## config.mk

```make
export PLATFORM = sky130hd
export DESIGN_NAME = cfp_core_flat
export DESIGN_NICKNAME = d
export VERILOG_FILES = /design/src/pkg/cfp_pkg.sv /design/src/pkg/cfp_if.sv /design/src/rtl/cfp_core.sv /design/src/flat_wrapper.sv
export VERILOG_INCLUDE_DIRS = /design/src /design/src/pkg
export SDC_FILE = /design/constraint.sdc
export NUM_CORES = 1
export LEC_CHECK = 0
export ABC_AREA = 0
export ABC_CLOCK_PERIOD_IN_PS = 2390
export BUFFER_PORTS_ARGS = -buffer_cell sky130_fd_sc_hd__buf_2
export CAP_MARGIN = 20
export CORE_ASPECT_RATIO = 1.2
export CORE_MARGIN = 10
export CORE_UTILIZATION = 45
export DETAILED_ROUTE_END_ITERATION = 8
export PLACE_DENSITY = 0.76
export SLEW_MARGIN = 20
export SYNTH_ARGS = -nofsm -noshare
export SYNTH_HDL_FRONTEND = slang
export SYNTH_SLANG_ARGS = --single-unit
```

## constraint.sdc

```tcl
create_clock -name clk -period 2.39 [get_ports clk]
set_clock_uncertainty 0.2 [all_clocks]
set_input_delay 0.478 -clock clk [delete_from_list [all_inputs] [get_ports clk]]
set_output_delay 0.478 -clock clk [all_outputs]
set_load 0.01 [all_outputs]
```

## src/pkg/cfp_defs.svh

```systemverilog
// Constants for the fetch port and coprocessor handshake.
// Assumes inclusion by the package, the checker and the bench.
`ifndef CFP_DEFS_SVH
`define CFP_DEFS_SVH
// ----------------------------------------
// Vectors and encodings
// ----------------------------------------
`define CFP_UNDEF_VEC 32'h0000_0004
`define CFP_UNDEF_VEC2 32'h0000_0008
`define CFP_UNDEF_VEC3 32'h0000_000C
`define CFP_RESET_VEC 32'h0000_0000
`define CFP_MODE_USER 5'h10
`define CFP_MODE_UND 5'h1B
`define CFP_MODE_SVC 5'h13
`define CFP_HS_ABSENT 2'h0
`define CFP_HS_WAIT 2'h1
`define CFP_HS_GO 2'h2
`define CFP_HS_LAST 2'h3
`endif

```

## src/pkg/cfp_pkg.sv

```systemverilog
// Types shared by the core fetch end and the memory/coprocessor end.
// Assumes cfp_defs.svh on the include path.
`include "cfp_defs.svh"
package cfp_pkg;
  typedef enum logic [1:0] {
    CFP_HS_ABSENT_E = 2'h0,
    CFP_HS_WAIT_E = 2'h1,
    CFP_HS_GO_E = 2'h2,
    CFP_HS_LAST_E = 2'h3
  } cfp_hs_t;
  typedef enum logic [1:0] {
    CFP_CYC_I, CFP_CYC_N, CFP_CYC_S
  } cfp_cyc_t;
endpackage

```

## src/pkg/cfp_if.sv

```systemverilog
// Interface joining the core fetch port and its memory/coprocessor side.
// Assumes one clock and synchronous reset driven by the bench.
`timescale 1ns/10ps
interface cfp_if;
  logic [31:1] fetch_address;
  logic fetch_request_n;
  logic fetch_sequential;
  logic [4:0] fetch_mode;
  logic fetch_privileged;
  logic compressed_state;
  logic cond_pass;
  logic late_cancel_a;
  logic data_request_n;
  logic data_sequential;
  logic state_advance_out;
  logic [31:0] fetch_data;
  logic fetch_abort;
  logic fetch_breakpoint;
  logic [1:0] cp_handshake_decode;
  logic [1:0] cp_handshake_execute;
  logic wait_state_enable;
  logic debug_tick_enable;
  modport core (
    output fetch_address, fetch_request_n, fetch_sequential, fetch_mode,
    output fetch_privileged, compressed_state, cond_pass, late_cancel_a,
    output data_request_n, data_sequential, state_advance_out,
    input fetch_data, fetch_abort, fetch_breakpoint,
    input cp_handshake_decode, cp_handshake_execute,
    input wait_state_enable, debug_tick_enable
  );
  modport sys (
    input fetch_address, fetch_request_n, fetch_sequential, fetch_mode,
    input fetch_privileged, compressed_state, cond_pass, late_cancel_a,
    input data_request_n, data_sequential, state_advance_out,
    output fetch_data, fetch_abort, fetch_breakpoint,
    output cp_handshake_decode, cp_handshake_execute,
    output wait_state_enable, debug_tick_enable
  );
endinterface

```

## src/rtl/cfp_core.sv

```systemverilog
// Core fetch port: fetch sequencing, condition skip, coprocessor absent.
// Assumes the memory side answers one cycle after each request.
//
// Notes on behaviour
// Unclaimed coprocessor op becomes undefined instruction
// Coprocessors idle at absent unless handling op
// Coprocessor ops only in 32-bit state
// Absent decode: internal cycle, then fetch 0x4
// Then sequential 0x8, 0xC, data idle, cancel 0
// Wait holds pc+3i until execute absent
// Failed condition skips in one cycle
// Skip cycle fetches sequential, no data access
// Outputs from rising edge, inputs sampled there
// Stretched clock phases lose no state
// Low wait-state enable freezes whole cycle
// State advance out wired straight to in
// Debug timed by clock and tick enable; ticks_r also waits on the advance enable
// Fetch address bits 31 to 1
// Fetch abort marks fetched word aborted
// Instructions return on 32-bit data bus
// Breakpoint acts only if instruction executes
// Low request-not means access next cycle
// Mode output valid with fetch address
// Privilege low in user, high otherwise
// Sequential high means next fetch follows
// Compressed-state output high in 16-bit state
// Cycle type from request-not and sequential
`timescale 1ns/10ps
module cfp_core
  import cfp_pkg::*;
(
  input wire logic clk,
  input wire logic rst,
  cfp_if.core bus,
  input wire logic state_advance_in,
  input wire logic cmp_in,
  output logic [31:0] exec_fetch_data,
  output logic exec_valid,
  output logic exec_aborted,
  output logic undef_taken,
  output logic debug_entered,
  output logic [7:0] debug_ticks
);
  // ----------------------------------------
  // State
  // ----------------------------------------
  typedef enum logic [2:0] {
    CFP_RUN, CFP_CP_WAIT, CFP_CP_ABS, CFP_VEC_N, CFP_VEC_S1, CFP_VEC_S2
  } cfp_st_t;

  cfp_st_t st_r, st_nxt;
  logic [31:0] pc_r, pc_nxt;
  logic [31:0] exec_fetch_data_r;
  logic exec_valid_r, exec_aborted_r, exec_bkpt_r;
  logic [4:0] mode_r;
  logic cmp_r;
  logic req_n_r, seq_r, pass_r, dreq_n_r, data_sequential_r, adv_r;
  logic undef_r, dbg_r;
  logic [7:0] ticks_r;

  // ----------------------------------------
  // Decode
  // ----------------------------------------
  wire adv = state_advance_in;
  wire [3:0] cond = exec_fetch_data_r[31:28];
  wire cond_ok = (cond == 4'hE) || (cond == 4'hF) || !cond[0];
  wire is_cp = exec_valid_r && !cmp_r
    && (exec_fetch_data_r[27:26] == 2'b11)
    && !(exec_fetch_data_r[25:24] == 2'b11);
  wire skip = exec_valid_r && !cond_ok;
  wire run_cp = is_cp && !skip;
  wire bkpt_hit = exec_valid_r && exec_bkpt_r && !skip;
  wire [1:0] hs_d = bus.cp_handshake_decode;
  wire [1:0] hs_e = bus.cp_handshake_execute;
  wire [31:0] step = cmp_r ? 32'h0000_0002 : 32'h0000_0004;
  wire [31:0] pc_seq = pc_r + step;

  always_comb begin
    st_nxt = st_r;
    pc_nxt = pc_r;
    unique case (st_r)
      CFP_RUN: begin
        pc_nxt = pc_seq;
        if (run_cp && hs_d == `CFP_HS_ABSENT) begin
          st_nxt = CFP_CP_ABS;
          pc_nxt = pc_r;
        end else if (run_cp && hs_d == `CFP_HS_WAIT) begin
          st_nxt = CFP_CP_WAIT;
          pc_nxt = pc_r;
        end
      end
      CFP_CP_WAIT: begin
        if (hs_e == `CFP_HS_ABSENT) begin
          st_nxt = CFP_VEC_N;
        end else if (hs_e == `CFP_HS_LAST) begin
          st_nxt = CFP_RUN;
          pc_nxt = pc_seq;
        end
      end
      CFP_CP_ABS: st_nxt = CFP_VEC_N;
      CFP_VEC_N: begin
        st_nxt = CFP_VEC_S1;
        pc_nxt = `CFP_UNDEF_VEC2;
      end
      CFP_VEC_S1: begin
        st_nxt = CFP_VEC_S2;
        pc_nxt = `CFP_UNDEF_VEC3;
      end
      CFP_VEC_S2: begin
        st_nxt = CFP_RUN;
        pc_nxt = pc_seq;
      end
      default: st_nxt = CFP_RUN;
    endcase
  end

  // Next cycle type, per the state being entered
  wire nx_int = (st_nxt == CFP_CP_ABS) || (st_nxt == CFP_CP_WAIT);
  wire nx_n = (st_nxt == CFP_VEC_N);
  wire [31:0] fa_nxt = nx_n ? `CFP_UNDEF_VEC : pc_nxt;
  wire pass_nxt = (st_nxt == CFP_CP_ABS)
    || (st_nxt == CFP_CP_WAIT && st_r == CFP_RUN);

  // ----------------------------------------
  // Registers
  // ----------------------------------------
  // Every update but adv_r waits on the advance enable, so a held or
  // stretched clock leaves all other state where it was.
  always_ff @(posedge clk) begin
    if (rst) begin
      st_r <= CFP_RUN;
      pc_r <= `CFP_RESET_VEC;
      exec_fetch_data_r <= 32'h0000_0000;
      exec_valid_r <= 1'b0;
      exec_aborted_r <= 1'b0;
      exec_bkpt_r <= 1'b0;
      mode_r <= `CFP_MODE_SVC;
      cmp_r <= 1'b0;
      req_n_r <= 1'b0;
      seq_r <= 1'b0;
      pass_r <= 1'b0;
      dreq_n_r <= 1'b1;
      data_sequential_r <= 1'b0;
      undef_r <= 1'b0;
      dbg_r <= 1'b0;
      ticks_r <= 8'h00;
    end else if (adv) begin
      st_r <= st_nxt;
      pc_r <= nx_n ? `CFP_UNDEF_VEC : pc_nxt;
      req_n_r <= nx_int;
      seq_r <= !nx_int && !nx_n;
      pass_r <= pass_nxt;
      dreq_n_r <= 1'b1;
      data_sequential_r <= 1'b0;
      undef_r <= nx_n;
      dbg_r <= bkpt_hit;
      if (nx_n) begin
        mode_r <= `CFP_MODE_UND;
        cmp_r <= 1'b0;
      end else if (st_r == CFP_RUN && !is_cp) begin
        cmp_r <= cmp_in;
      end
      if (!req_n_r) begin
        exec_fetch_data_r <= bus.fetch_data;
        exec_aborted_r <= bus.fetch_abort;
        exec_bkpt_r <= bus.fetch_breakpoint;
        exec_valid_r <= (st_nxt == CFP_RUN) && !bus.fetch_abort;
      end else begin
        exec_valid_r <= 1'b0;
      end
      if (bus.debug_tick_enable) begin
        ticks_r <= ticks_r + 8'h01;
      end
    end
  end

  // Registered enable out; the integrator loops it back
  always_ff @(posedge clk) begin
    if (rst) begin
      adv_r <= 1'b1;
    end else begin
      adv_r <= bus.wait_state_enable;
    end
  end

  // ----------------------------------------
  // Outputs
  // ----------------------------------------
  assign bus.fetch_address = pc_r[31:1];
  assign bus.fetch_request_n = req_n_r;
  assign bus.fetch_sequential = seq_r;
  assign bus.fetch_mode = mode_r;
  assign bus.fetch_privileged = (mode_r != `CFP_MODE_USER);
  assign bus.compressed_state = cmp_r;
  assign bus.cond_pass = pass_r;
  assign bus.late_cancel_a = 1'b0;
  assign bus.data_request_n = dreq_n_r;
  assign bus.data_sequential = data_sequential_r;
  assign bus.state_advance_out = adv_r;
  assign exec_fetch_data = exec_fetch_data_r;
  assign exec_valid = exec_valid_r;
  assign exec_aborted = exec_aborted_r;
  assign undef_taken = undef_r;
  assign debug_entered = dbg_r;
  assign debug_ticks = ticks_r;
endmodule

```

## src/flat_wrapper.sv

```systemverilog
// flat-port wrapper written by rule: the top's interface ports become plain ports
module cfp_core_flat import cfp_pkg::*;
  (clk, rst, state_advance_in, cmp_in, exec_fetch_data, exec_valid, exec_aborted, undef_taken, debug_entered, debug_ticks, bus_fetch_address, bus_fetch_request_n, bus_fetch_sequential, bus_fetch_mode, bus_fetch_privileged, bus_compressed_state, bus_cond_pass, bus_late_cancel_a, bus_data_request_n, bus_data_sequential, bus_state_advance_out, bus_fetch_data, bus_fetch_abort, bus_fetch_breakpoint, bus_cp_handshake_decode, bus_cp_handshake_execute, bus_wait_state_enable, bus_debug_tick_enable);
  cfp_if bus_i ();
  input wire logic clk;
  input wire logic rst;
  input wire logic state_advance_in;
  input wire logic cmp_in;
  output logic [31:0] exec_fetch_data;
  output logic exec_valid;
  output logic exec_aborted;
  output logic undef_taken;
  output logic debug_entered;
  output logic [7:0] debug_ticks;
  output wire logic [$bits(bus_i.fetch_address)-1:0] bus_fetch_address;
  output wire logic [$bits(bus_i.fetch_request_n)-1:0] bus_fetch_request_n;
  output wire logic [$bits(bus_i.fetch_sequential)-1:0] bus_fetch_sequential;
  output wire logic [$bits(bus_i.fetch_mode)-1:0] bus_fetch_mode;
  output wire logic [$bits(bus_i.fetch_privileged)-1:0] bus_fetch_privileged;
  output wire logic [$bits(bus_i.compressed_state)-1:0] bus_compressed_state;
  output wire logic [$bits(bus_i.cond_pass)-1:0] bus_cond_pass;
  output wire logic [$bits(bus_i.late_cancel_a)-1:0] bus_late_cancel_a;
  output wire logic [$bits(bus_i.data_request_n)-1:0] bus_data_request_n;
  output wire logic [$bits(bus_i.data_sequential)-1:0] bus_data_sequential;
  output wire logic [$bits(bus_i.state_advance_out)-1:0] bus_state_advance_out;
  input wire logic [$bits(bus_i.fetch_data)-1:0] bus_fetch_data;
  input wire logic [$bits(bus_i.fetch_abort)-1:0] bus_fetch_abort;
  input wire logic [$bits(bus_i.fetch_breakpoint)-1:0] bus_fetch_breakpoint;
  input wire logic [$bits(bus_i.cp_handshake_decode)-1:0] bus_cp_handshake_decode;
  input wire logic [$bits(bus_i.cp_handshake_execute)-1:0] bus_cp_handshake_execute;
  input wire logic [$bits(bus_i.wait_state_enable)-1:0] bus_wait_state_enable;
  input wire logic [$bits(bus_i.debug_tick_enable)-1:0] bus_debug_tick_enable;
  assign bus_fetch_address = bus_i.fetch_address;
  assign bus_fetch_request_n = bus_i.fetch_request_n;
  assign bus_fetch_sequential = bus_i.fetch_sequential;
  assign bus_fetch_mode = bus_i.fetch_mode;
  assign bus_fetch_privileged = bus_i.fetch_privileged;
  assign bus_compressed_state = bus_i.compressed_state;
  assign bus_cond_pass = bus_i.cond_pass;
  assign bus_late_cancel_a = bus_i.late_cancel_a;
  assign bus_data_request_n = bus_i.data_request_n;
  assign bus_data_sequential = bus_i.data_sequential;
  assign bus_state_advance_out = bus_i.state_advance_out;
  assign bus_i.fetch_data = bus_fetch_data;
  assign bus_i.fetch_abort = bus_fetch_abort;
  assign bus_i.fetch_breakpoint = bus_fetch_breakpoint;
  assign bus_i.cp_handshake_decode = bus_cp_handshake_decode;
  assign bus_i.cp_handshake_execute = bus_cp_handshake_execute;
  assign bus_i.wait_state_enable = bus_wait_state_enable;
  assign bus_i.debug_tick_enable = bus_debug_tick_enable;
  cfp_core u_core (.clk(clk), .rst(rst), .bus(bus_i), .state_advance_in(state_advance_in), .cmp_in(cmp_in), .exec_fetch_data(exec_fetch_data), .exec_valid(exec_valid), .exec_aborted(exec_aborted), .undef_taken(undef_taken), .debug_entered(debug_entered), .debug_ticks(debug_ticks));
endmodule
```

---- After elaboration in Yosys (flattened, before gate mapping) ----
Index checks and enable logic that the tools add are counted.
storage, ports and cells
  output and inout port bits .............. 89
  logic and storage cells ................. 88
  register bits after elaboration ......... 86
  input port bits ......................... 44
operators by class
  $add $sub $neg .......................... 2
  eq/ne operators ......................... 18
  bitwise gates (word level) .............. 1
  reduce and logical (&&, ||, !) cells .... 37
  mux-type cells .......................... 15
operators by type and width
  operator               count
  $mux W32               5
  $pmux W32 S5           1
  $add A32 B32 Y32       1
  $mux W3                5
  $pmux W3 S5            1
  $logic_and A1 B1 Y1    13
  $eq A3 B2 Y1 const B   4
  $logic_not A1 Y1       9
  $ne A3 B2 Y1 const B   3
  $add A8 B1 Y8 const B  1
  $eq A4 B4 Y1 const B   2
  $reduce_and A2 Y1      4
  $eq A2 B2 Y1 const B   3
  $eq A3 B1 Y1 const B   2
  $eq A3 B3 Y1 const B   2
  $logic_not A3 Y1       2
  $reduce_and A6 Y1      1
  $reduce_bool A6 Y1     1
  $logic_not A2 Y1       2
  $logic_or A1 B1 Y1     4
  $mux W1                3
  $ne A3 B1 Y1 const B   1
  $eq A2 B1 Y1 const B   1
  $reduce_bool A2 Y1     1
  $not A1 Y1             1

---- Longest topological paths before layout ----
  word-level depth ........................ 15
  depth in mapped cells ................... 9
  gate-level depth less buffers ........... 8

---- Worst setup path after synthesis ----
OpenSTA, ideal clock, no wires.
  path type ............................... register to register
  from .................................... register u_core.cmp_r, in the netlist u_core.bus.compressed_state
  to ...................................... register u_core.pc_r[13]
  setup time .............................. 0.074 ns
  path buffers ............................ 0
  clock period less this slack ............ 2.462 ns
  path slack .............................. -0.072 ns
  data required time ...................... 2.116 ns
  data arrival time ....................... 2.188 ns
  stages on the path, launching flop included .. 9
  cell sequence ........................... dfxtp_1 ha_1 fa_1 nand3_1 nor4_1 nand4_1 or2_2 or4_1 o21ai_0
on the way
  cells in the longest elaborated chain, start to end .. 12
  elaborated cells on any way between the ends .. 25
  classes of those cells .................. add/sub (1); eq/ne (5); mux (10); reduce/logical (9)
RTL lines
  what                                                                       line             source
  from (decl)                                                                cfp_core.sv:56   logic cmp_r;
  from (signal assigned)                                                     cfp_core.sv:161  cmp_r <= cmp_in;
  parallel branches: the longest is 12 deep, another holds $add A32 B32 Y32  n/a
  to (signal assigned)                                                       cfp_core.sv:132  pc_r <= `CFP_RESET_VEC;
  to (signal assigned)                                                       cfp_core.sv:149  pc_r <= nx_n ? `CFP_UNDEF_VEC : pc_nxt;
  to (decl)                                                                  cfp_core.sv:52   logic [31:0] pc_r, pc_nxt;
Several ways; the timed one is not identified. The select of a mux whose other input is x is not followed.
A chain may end at the register's enable or synchronous reset.

---- Worst setup path after layout ----
Same ends and word-level chain as after synthesis.

==> out/results.txt <==
Clock Root Buffer - clkbuf_8
DIE AREA - 12860 um2
asr flop ratio synth - 0%
Leak - 2.144 nW
Setup Total Neg Slack - 0 ns
CTS tree - done
final critical-path required period - 2.384 ns
CORE AREA - 8518 um2
Die X - 105.2 um
Worst Max-Slew Pin Slew - 0.7492 ns
final worst path period share - 99.73%
Die H - 122.2 um
area fraction of the dominant cell type after synthesis - 43.41%
gr ovfl total - 0
row count - 37
Setup CP Type - reg2reg
DRT Pass-1 Iters - 4
cells along the critical path - ha_4 -> fa_2 -> nand3_2 -> nor4_2 -> nand4_1 -> or2_4 -> or4_1 -> o21ai_1
Pwr Density - 591.9 nW/um2
vias in the first global route - 4080
EDFF count, synth - 0
Synth Flop Type - dfxtp_1
Slowest Stage Delay on Critical Path - 0.39 ns
Residual DRC - 0
Netlist Area Pre-Place - 3920 um2
Iter 0 DRT Violations - 152
instance count of the mapped netlist - 503
Wirelength per Cell - 15.40 um
initial antenna violation count - 0
number of I/O pins - 133
max-cap violation count - 0
Post-DRT Antenna Nets - 0
critical path's slowest cell - or4_1
worst setup margin - 0.006466 ns
n_diodes - 0
final net count - 685
total CTS buffers - 9
clk slew on worst S/H paths - 0.08 ns
Area Overhead vs Synth - 29.11%
status - completed
Final Cell Area - 5061 um2
largest net degree at the start of global routing - 58
Yosys top cell by area - dfxtp_1
Setup violations, final - 0
Worst-Skew Late Latency - 0.36 ns
Hold Vio Cnt, Final - 0
FF+latch count, synth - 85
Vias/cell - 5.383
Cell Area, Placed - 4746 um2
Max clock buf depth - 2
share of cells above drive strength 1 - 30.06%
Tot GR Track Use - 17.85%
Synthesis Warnings - 0
# clock sinks - 85
Worst VDD drop - 364.3 uV
DRT Wirelength - 11690 um
CTS H-tree depth - 3
global-route wire length before repair - 19160 um
relative slew slack - 49.78%
CTS Hold Bufs - 0
crit-path max FO - 4
Avg Cell Area, Syn - 7.793 um2
Worst setup EP type - flip-flop
dpl hpwl - 8500 um
Placer Congestion - 0.8420
Distinct cells, synth - 44
RSZ-0062 raised after global routing - yes
Tot Pwr - 2.996 mW
Initial Utilization - 46.02%
critical path launch point type - flip-flop
dpl ws - -0.03320 ns
Slew Viols, Final - 0
via count - 4086
Synth area leaders - dfxtp_1, a21oi_1, nand2_1
Final Core Density - 59.42%
Critical Path AT - 2.47 ns
CP Data Required Time - 2.48 ns
Min-Delay Path Class - in2reg
PortBufs - 124
sequential fraction of the synthesis area - 43.41%
FMAX - 419.5 MHz
==> worst max-delay path: cells and delay by family, from the launching register on <==
| family | cells | cell delay (ns) |
|---|---|---|
| adder cells (fa/ha/maj) | 2 | 0.38 |
| AND/OR/NAND/NOR | 5 | 1.27 |
| AO/OA/AOI/OAI | 1 | 0.09 |
| flip-flops | 1 | 0.37 |
==> stage by stage <==
stage	cells	hold slack (ns)
global route	759	0.09362
CTS	755	0.08684
finish	759	0.1007
global placement	739	0.2388
floorplan	509	0.2366
detailed placement	739	0.2432
==> final timing paths <==
kind,slack (ns),depth (start not counted),end,from
worst max register to register,0.006,8,u_core.pc_r[13],u_core.bus.compressed_state
worst min-delay path,0.10,2,u_core.bus.state_advance_out,bus_wait_state_enable
worst min register to register,0.25,2,u_core.exec_fetch_data[1],u_core.exec_fetch_data[1]
worst max-delay path,0.006,8,u_core.pc_r[13],u_core.bus.compressed_state
==> sequential cells by signal (all words and copies together), names as in the netlist <==
name,cells
u_core.undef_taken,1
u_core.bus.fetch_sequential,1
u_core.debug_entered,1
u_core.bus.state_advance_out,1
u_core.debug_ticks,8
u_core.exec_aborted,1
u_core.exec_fetch_data,32
u_core.bus.fetch_request_n,1
u_core.bus.fetch_mode,1
u_core.exec_bkpt_r,1
u_core.st_r,3
u_core.exec_valid,1
u_core.bus.compressed_state,1
u_core.bus.cond_pass,1
u_core.pc_r,31
==> what timing repair did <==
action	CTS	global route
setup endpoints to repair	1	16
pin swaps	0	12
gates resized for setup	3	19
setup buffers	0	4
==> cell usage after synthesis (2+ instances only) <==
cell type and instances:
o21ai_0 25, buf_4 8, or3_1 15, nand3b_1 4
nand2b_1 7, nand4b_1 7, nor2_1 35, a31oi_1 8
and2_1 2, nor3_1 11, inv_1 10, a21oi_1 82
o32ai_1 6, clkbuf_1 21, or2_2 3, and3_1 6
buf_2 3, nor2b_1 4, dfxtp_1 85, mux2i_1 4
nand2_1 87, ha_1 3, xnor2_1 2, nand4_1 10
buf_1 4, xor2_1 5, or4_1 6, a21o_1 3
nand3_1 18, conb_1 2, a211oi_1 4
==> kinds of logic (layout without fill, tap and decap cells) <==
logic type / count (synthesis) / count (layout) / synth area share, %
buf+inv: 47 / 180 / 5.554
other cells: 2 / 8 / 0.1916
compound gates: 132 / 132 / 18.70
mux: 4 / 4 / 1.021
fa+ha+maj: 4 / 4 / 1.468
xor+xnor: 7 / 7 / 1.564
simple gates: 222 / 222 / 28.09
flops: 85 / 85 / 43.41
==> cell usage in the layout (no fill, tap or decap), types with 6 or more instances in the layout <==
cell type	synthesis	routed
o21ai_0	25	22
nand3_1	18	17
buf_4	8	28
buf_2	3	124
a31oi_1	8	8
nor3_1	11	8
nand4b_1	7	7
nand2b_1	7	7
nand4_1	10	10
or4_1	6	6
nor2_1	35	34
dfxtp_1	85	83
conb_1	2	8
clkbuf_8	0	11
nand2_1	87	87
or3_1	15	15
a21oi_1	82	81
inv_1	10	10
==> power by group <==
| part | leakage [nW] | total [mW] | internal [mW] | switching (mW) |
|---|---|---|---|---|
| clock | 0.102 | 1.06 | 0.540 | 0.524 |
| sequential | 0.695 | 1.50 | 1.47 | 0.0382 |
| combinational | 1.35 | 0.428 | 0.171 | 0.257 |
==> per-layer routing <==
| layer | wire [um] | part of all wire, % | track usage [%] |
|---|---|---|---|
| met5 | 0 | 0 | 0 |
| met4 | 142 | 1.2 | 6.186 |
| met3 | 1428 | 12 | 9.544 |
| met2 | 5639 | 48 | 29.83 |
| met1 | 4480 | 38 | 18.93 |
==> cell type report <==
cell class | count | area [um2]
Clock buffer | 11 | 151.4
Sequential cell | 85 | 1707
Tap cell | 117 | 146.4
Inverter | 10 | 37.54
Fill cell | 818 | 3457
Clock inverter | 5 | 58.81
Multi-Input combinational cell | 377 | 2098
Timing Repair Buffer | 154 | 862.1
Power figures use the tool's default switching activity.
